$ cat src/hdl/rtc_cal_pkg.sv
package rtc_cal_pkg;

    ////////////////////////////////////////////////////////////////////////////
    // register map, byte addresses on the register port
    localparam logic [7:0] ADDR_DAY = 8'h04;
    localparam logic [7:0] ADDR_MONTH = 8'h05;
    localparam logic [7:0] ADDR_YEAR = 8'h06;

    // power-on values
    localparam logic [7:0] RESET_DAY = 8'h01;
    localparam logic [7:0] RESET_MONTH = 8'h01;
    localparam logic [7:0] RESET_YEAR = 8'h01;
    localparam logic RESET_LEAP = 1'b0;
    localparam logic [7:0] RESET_RDATA = 8'h00;

    // writable bits per register
    localparam logic [7:0] DAY_WR_MASK = 8'h3F;
    localparam logic [7:0] MONTH_WR_MASK = 8'h1F;
    localparam logic [7:0] YEAR_WR_MASK = 8'hFF;

    ////////////////////////////////////////////////////////////////////////////
    // field positions
    localparam int UNUSED_HI = 7;
    localparam int UNUSED_LO = 6;
    localparam int DAY_TENS_HI = 5;
    localparam int DAY_TENS_LO = 4;
    localparam int LEAP_BIT = 5;
    localparam int MONTH_TENS_BIT = 4;
    localparam int UNITS_HI = 3;
    localparam int UNITS_LO = 0;
    localparam int YEAR_TENS_HI = 7;
    localparam int YEAR_TENS_LO = 4;

    ////////////////////////////////////////////////////////////////////////////
    // calendar limits, packed bcd
    localparam logic [3:0] BCD_NINE = 4'h9;
    localparam logic [3:0] BCD_ZERO = 4'h0;
    localparam logic [7:0] FIRST_DAY = 8'h01;
    localparam logic [7:0] FIRST_MONTH = 8'h01;
    localparam logic [7:0] FIRST_YEAR = 8'h00;
    localparam logic [7:0] LAST_MONTH = 8'h12;
    localparam logic [7:0] LAST_YEAR = 8'h99;
    localparam logic [7:0] MONTH_FEB = 8'h02;
    localparam logic [7:0] MONTH_APR = 8'h04;
    localparam logic [7:0] MONTH_JUN = 8'h06;
    localparam logic [7:0] MONTH_SEP = 8'h09;
    localparam logic [7:0] MONTH_NOV = 8'h11;
    localparam logic [7:0] DAYS_FEB = 8'h28;
    localparam logic [7:0] DAYS_FEB_LEAP = 8'h29;
    localparam logic [7:0] DAYS_SHORT = 8'h30;
    localparam logic [7:0] DAYS_LONG = 8'h31;

endpackage

$ cat src/hdl/bcd_step.sv
`timescale 1ns/1ns
`default_nettype none

// two-digit packed bcd increment with wrap to a first value
module bcd_step (
    input wire logic [7:0] value,  // current packed bcd value
    input wire logic [7:0] last,   // highest legal value
    input wire logic [7:0] first,  // value after wrap
    output logic [7:0] next,       // incremented value
    output logic wrap              // value was at or beyond last
);
    import rtc_cal_pkg::*;

    logic [3:0] units;
    logic [3:0] tens;
    logic [3:0] units_inc;
    logic [3:0] tens_inc;
    logic units_carry;

    assign units = value[UNITS_HI:UNITS_LO];
    assign tens = value[YEAR_TENS_HI:YEAR_TENS_LO];
    assign units_carry = (units >= BCD_NINE);
    assign units_inc = units + 4'h1;
    assign tens_inc = tens + 4'h1;
    // a value written out of range also wraps, so a bad write cannot run away
    assign wrap = (value >= last);
    assign next = wrap ? first :
                  units_carry ? {tens_inc, BCD_ZERO} : {tens, units_inc};

endmodule

`default_nettype wire

$ cat src/hdl/leap_detect.sv
`timescale 1ns/1ns
`default_nettype none

// two-digit bcd year divisible by four
module leap_detect (
    input wire logic [7:0] year,  // packed bcd year
    output logic leap             // year is a multiple of four
);
    import rtc_cal_pkg::*;

    // (10t + u) mod 4 == (2t + u) mod 4, so only tens lsb and units low bits count
    assign leap = (year[UNITS_LO + 1:UNITS_LO] == {year[YEAR_TENS_LO], 1'b0});

endmodule

`default_nettype wire

$ cat src/hdl/rtc_calendar_date_regs.sv
`timescale 1ns/1ns
`default_nettype none

module rtc_calendar_date_regs (
    input wire logic clk_sys,                 // system clock, 25 MHz
    input wire logic rstn,                    // async reset, active low
    input wire logic [7:0] reg_addr,          // register byte address
    input wire logic reg_wr,                  // write strobe, one cycle
    input wire logic [7:0] reg_wdata,         // write data
    input wire logic reg_rd,                  // read strobe, one cycle
    input wire logic day_tick,                // advance one day, one cycle
    output logic [7:0] reg_rdata,             // read data, valid after reg_rd
    output logic leap_year_flag               // current year is a leap year
);
    import rtc_cal_pkg::*;

    ////////////////////////////////////////////////////////////////////////////
    // state
    logic [7:0] day_q;
    logic [7:0] day_d;
    logic [7:0] month_q;
    logic [7:0] month_d;
    logic [7:0] year_q;
    logic [7:0] year_d;
    logic leap_q;
    logic leap_d;
    logic [7:0] rdata_q;
    logic [7:0] rdata_d;

    ////////////////////////////////////////////////////////////////////////////
    // address decode
    logic sel_day;
    logic sel_month;
    logic sel_year;
    logic wr_day;
    logic wr_month;
    logic wr_year;
    logic any_wr;
    logic advance;

    assign sel_day = (reg_addr == ADDR_DAY);
    assign sel_month = (reg_addr == ADDR_MONTH);
    assign sel_year = (reg_addr == ADDR_YEAR);
    assign wr_day = reg_wr && sel_day;
    assign wr_month = reg_wr && sel_month;
    assign wr_year = reg_wr && sel_year;
    assign any_wr = wr_day || wr_month || wr_year;
    // a host write drops a coincident tick so the written date is never half-advanced
    assign advance = day_tick && !any_wr;

    ////////////////////////////////////////////////////////////////////////////
    // calendar advance
    logic [7:0] last_day;
    logic [7:0] day_next;
    logic [7:0] month_next;
    logic [7:0] year_next;
    logic day_wrap;
    logic month_wrap;
    logic month_is_feb;
    logic month_is_short;

    assign month_is_feb = (month_q == MONTH_FEB);
    assign month_is_short = (month_q == MONTH_APR) || (month_q == MONTH_JUN) ||
                            (month_q == MONTH_SEP) || (month_q == MONTH_NOV);
    assign last_day = month_is_feb ? (leap_q ? DAYS_FEB_LEAP : DAYS_FEB) :
                      month_is_short ? DAYS_SHORT : DAYS_LONG;

    bcd_step u_day_step (
        .value(day_q),
        .last(last_day),
        .first(FIRST_DAY),
        .next(day_next),
        .wrap(day_wrap)
    );

    bcd_step u_month_step (
        .value(month_q),
        .last(LAST_MONTH),
        .first(FIRST_MONTH),
        .next(month_next),
        .wrap(month_wrap)
    );

    bcd_step u_year_step (
        .value(year_q),
        .last(LAST_YEAR),
        .first(FIRST_YEAR),
        .next(year_next),
        .wrap()
    );

    leap_detect u_leap (
        .year(year_q),
        .leap(leap_d)
    );

    ////////////////////////////////////////////////////////////////////////////
    // next-state selection
    logic month_roll;
    logic year_roll;

    assign month_roll = advance && day_wrap;
    assign year_roll = month_roll && month_wrap;

    // unimplemented bits are masked off at the write so they always read zero
    assign day_d = wr_day ? (reg_wdata & DAY_WR_MASK) :
                   advance ? day_next : day_q;
    // leap bit is not in the month write mask, host cannot touch it
    assign month_d = wr_month ? (reg_wdata & MONTH_WR_MASK) :
                     month_roll ? month_next : month_q;
    assign year_d = wr_year ? (reg_wdata & YEAR_WR_MASK) :
                    year_roll ? year_next : year_q;

    ////////////////////////////////////////////////////////////////////////////
    // read mux
    logic [7:0] rd_day;
    logic [7:0] rd_month;
    logic [7:0] rd_year;

    assign rd_day = {2'b00, day_q[DAY_TENS_HI:UNITS_LO]};
    assign rd_month = {2'b00, leap_q, month_q[MONTH_TENS_BIT:UNITS_LO]};
    assign rd_year = year_q;
    // unmapped addresses read zero
    assign rdata_d = !reg_rd ? rdata_q :
                     sel_day ? rd_day :
                     sel_month ? rd_month :
                     sel_year ? rd_year : RESET_RDATA;

    ////////////////////////////////////////////////////////////////////////////
    // flops
    always_ff @(posedge clk_sys or negedge rstn) begin
        if (!rstn) begin
            day_q <= RESET_DAY;
            month_q <= RESET_MONTH;
            year_q <= RESET_YEAR;
        end else begin
            day_q <= day_d;
            month_q <= month_d;
            year_q <= year_d;
        end
    end

    // leap flag lags the year by one clock; cheap and harmless at day rate
    always_ff @(posedge clk_sys or negedge rstn) begin
        if (!rstn) begin
            leap_q <= RESET_LEAP;
        end else begin
            leap_q <= leap_d;
        end
    end

    always_ff @(posedge clk_sys or negedge rstn) begin
        if (!rstn) begin
            rdata_q <= RESET_RDATA;
        end else begin
            rdata_q <= rdata_d;
        end
    end

    assign reg_rdata = rdata_q;
    assign leap_year_flag = leap_q;
endmodule

`default_nettype wire

$ cat config.mk
export PLATFORM = sky130hd
export DESIGN_NAME = rtc_calendar_date_regs
export DESIGN_NICKNAME = d
export VERILOG_FILES = /design/src/hdl/rtc_cal_pkg.sv /design/src/hdl/bcd_step.sv /design/src/hdl/leap_detect.sv /design/src/hdl/rtc_calendar_date_regs.sv
export SDC_FILE = /design/constraint.sdc
export NUM_CORES = 1
export LEC_CHECK = 0
export ABC_CLOCK_PERIOD_IN_PS = 2900
export BUFFER_PORTS_ARGS = -buffer_cell sky130_fd_sc_hd__buf_2
export CELL_PAD_IN_SITES_DETAIL_PLACEMENT = 0
export CELL_PAD_IN_SITES_GLOBAL_PLACEMENT = 2
export CORE_UTILIZATION = 34
export CTS_BUF_LIST = sky130_fd_sc_hd__clkbuf_8
export DETAILED_ROUTE_END_ITERATION = 10
export HOLD_SLACK_MARGIN = 0.12
export PLACE_DENSITY_LB_ADDON = 0.2
export SETUP_SLACK_MARGIN = 0.2
export SLEW_MARGIN = 10
export SYNTH_ARGS = -nofsm -noshare
export SYNTH_HDL_FRONTEND = slang
export SYNTH_SLANG_ARGS = --single-unit
$ cat constraint.sdc
create_clock -name clk_sys -period 2.9 [get_ports clk_sys]
set_clock_uncertainty 0.05 [all_clocks]
set_input_delay 0.58 -clock clk_sys [delete_from_list [all_inputs] [get_ports clk_sys]]
set_output_delay 0.58 -clock clk_sys [all_outputs]
set_load 0.03 [all_outputs]
==> flow_metrics.tcl <==
set metrics [dict create \
    first_pass_iters 4 \
    timing.final.ws_setup_ps -83.1 \
    cts.clk_slew.worst_paths_ps 70 \
    die_h_um 86.6 \
    synth_nets 307 \
    power.clock.fraction_pct 15.2 \
    path_common_cell "o21ai_2" \
    seq_area_frac_synth_pct 34.1 \
    dp_hpwl_um 5060 \
    start_util_pct 35.4 \
    io_pins 30 \
    fp.coreArea_sq_mm 0.00687 \
    num-fill-cells 689 \
    drv_cap 0 \
    overflow 0 \
    insertion_delay_ps 290 \
    io_buffer_count 29 \
    tightest_slew_ps 801 \
    synth_flop_cell "dfrtp_1" \
    drive_gt1_share_pct 36.6 \
    syn_avg_cell_area_sq_um 9.14 \
    max-clock-path-buffers 2 \
    cts_tree "yes" \
    period_share_pct 103 \
    ant_nets 0 \
    cp.arrival_ps 3110 \
    cts_hold_buf 0 \
    period_needed_ps 2980 \
    grt_pass1_wl_um 11100 \
    yosysMostFrequentCell "dfrtp_1" \
    total_power_mw 2.28 \
    grt_max_degree 34 \
    syn_inst 266 \
    muxShareOfSynthArea_pct 5.61 \
    clock_sinks 33 \
    p_switching_mw 0.934 \
    antenna_cells 0 \
    max_clock_freq_mhz 335 \
    grtUsageTotal_pct 19.8 \
    synth_cell_types 59 \
    slew_headroom_pct 46.6 \
    rsz0062_at_grt "yes" \
    violations "setup timing" \
    worstHoldPathType "in -> async" \
    required_ps 3020 \
    synth-simple-area-share_pct 19.2 \
    syn-cell-area_sq_mm 0.00243 \
    gp_congestion 0.805 \
    drc 0 \
    cts_buffers 5 \
    synth_xor_area_share_pct 1.08 \
    internal_power_mw 1.34 \
    antenna_found_initial 0 \
    wirelength_met1_um 3320 \
    yosys-top-cells-count "30 x dfrtp_1, 29 x nor2_1, 27 x inv_1, 20 x ha_1, 16 x nand2_1" \
    vias 2173 \
    met2_length_um 3230 \
    synth_edf_count 0 \
    vias_per_cell 5.09 \
    synthArstFlopShare_pct 100 \
    setup_viol 11 \
    top_layer "met4" \
    yosys-top-cells-area "dfrtp_1 31%, ha_1 10%, nor2_1 4.5%" \
    yosys.area.top_type_share_pct 30.9 \
    power_density_mw_per_mm2 710 \
    rows 30 \
    crit_buf_inv 1 \
    status "finished, violations left" \
    synth_largest_area_cell "dfrtp_1" \
    grt_pass1_vias 2101 \
    slowest_stage "dfstp_2" \
    placedCellCount 409 \
    die-area_sq_mm 0.00750 \
    synthToLayoutAreaGrowth_pct 31.9 \
    ys_ff_latch 33 \
    crit_family "compound AO/OA/AOI/OAI gates" \
    synth_top_family_by_area "compound AO/OA/AOI/OAI gates" \
    worstPathCellList "inv_4 -> ha_4 -> o21ai_2 -> o21ai_1 -> a32o_1 -> a31oi_1 -> ha_1 -> nor4b_4 -> o211ai_4 -> or2_4 -> nor2_4 -> o21ai_2 -> mux2_4" \
    synth-adder-area-share_pct 10.3 \
    max_stage_delay_ps 560 \
    p_leak_nw 1.52 \
    yosys_warnings 0 \
    die_x_um 86.6 \
    finalMaxSlewViolations 0 \
    critical_path_class "reg -> reg" \
    startpoint_type "flip-flop" \
    ir_drop_v 0.000468 \
    path_max_fanout 4 \
    synth_compound_area_share_pct 23.4 \
    critical_path.endpoint_type "flip-flop" \
    drt_iter0_markers 105 \
    finalNonFillerCells 427 \
    hold_ws_ps 328 \
    wl_met3_um 206 \
    clock-root-buffer "clkbuf_8" \
    switching_share_pct 41.0 \
    p_seq_share_pct 31.5 \
    wl_per_cell_um 16.0 \
    finalHoldViolCount 0 \
    nets 371 \
    htreeDepth 2 \
    totalWireLength_um 6830 \
    combPwrFrac_pct 53.3 \
]
worst reg2reg max path: stages (launching register included):
cell	delay, ps
dfstp_2	560
inv_4	50
ha_4	150
o21ai_2	130
o21ai_1	70
a32o_1	200
a31oi_1	170
ha_1	290
nor4b_4	260
o211ai_4	140
or2_4	290
nor2_4	130
o21ai_2	80
mux2_4	300
kinds of logic (layout without fill, tap and decap cells):
family | after synthesis | after routing
compound gates | 74 | 74
xor+xnor | 3 | 3
fa+ha+maj | 20 | 20
buf+inv | 35 | 100
flops | 33 | 33
mux | 13 | 13
simple gates | 88 | 88
per-stage QoR:
| stage | TNS, ps | cell area [sq um] | util, % | worst slack (ps) |
|---|---|---|---|---|
| 2_1_floorplan | -43.1 | 2480 | - | -43.1 |
| 3_3_place_gp | -710 | 2890 | 42.0 | -81.8 |
| 3_5_place_dp | -1160 | 2890 | 42.0 | -130 |
| 4_1_cts | -1080 | 3080 | 44.8 | -112 |
| 5_1_grt | -3540 | 3210 | 46.7 | -211 |
| 6_report | -396 | 3210 | 46.7 | -83.1 |
final cells by class:
cell class              instances  area [sq um]  area share [%]
multi-input cells             198          1620            50.6
flip-flops and latches         33           830            25.9
repair buffers                 65           449            14.0
well taps                      96           120            3.74
inverters                      27           104            3.24
clock buffers                   5          68.8            2.15
clock inverters                 3          13.8           0.429
final timing paths:
check / startpoint / endpoint / slack, ps / depth (start not counted)
max: month_q[0] / day_q[5] / -80 / 13
min: rstn / month_q[5] / 330 / 1
max reg2reg: month_q[0] / day_q[5] / -80 / 13
min reg2reg: day_q[7] / day_q[7] / 470 / 2
max in group asynchronous: rstn / day_q[1] / 1970 / 1
min in group clk_sys: reg_wdata[7] / rd_year[7] / 460 / 2
timing repair:
item / in CTS / in global routing
gates cloned: 1 / 0
endpoints found under the setup margin: 24 / 24
resized for setup: 16 / 21
pin swaps: 18 / 15
buffers inserted: 4 / 5
state kept, by name, indices dropped and copies added, names as in the netlist:
register	flops
leap_year_flag	1
month_q	8
reg_rdata	8
rd_year	8
day_q	8
cells in the final DEF, fill, tap and decap left out, types with 8 or more instances in the layout:
cell type / instances
dfrtp_1: 30
buf_2: 29
inv_1: 27
buf_4: 27
nor2_1: 25
ha_1: 17
nand2_1: 14
a21oi_1: 12
nand3_1: 10
buf_6: 9
mux2i_1: 8
metal layers:
metal	track usage (%)	vias up
met3	2.76	7
met2	31.4	39
met1	27.8	1042
met5	0	-
li1	-	1085
met4	6.67	0
power by group through the flow:
stage	combinational [mW]	clock, mW	sequential, mW
2_1_floorplan	0.650	0	0.694
3_3_place_gp	0.978	0	0.724
3_5_place_dp	0.985	0	0.723
4_1_cts	1.11	0.359	0.713
5_1_grt	1.33	0.379	0.731
6_report	1.21	0.346	0.718
Note: power is estimated with default switching activity, not from simulation.
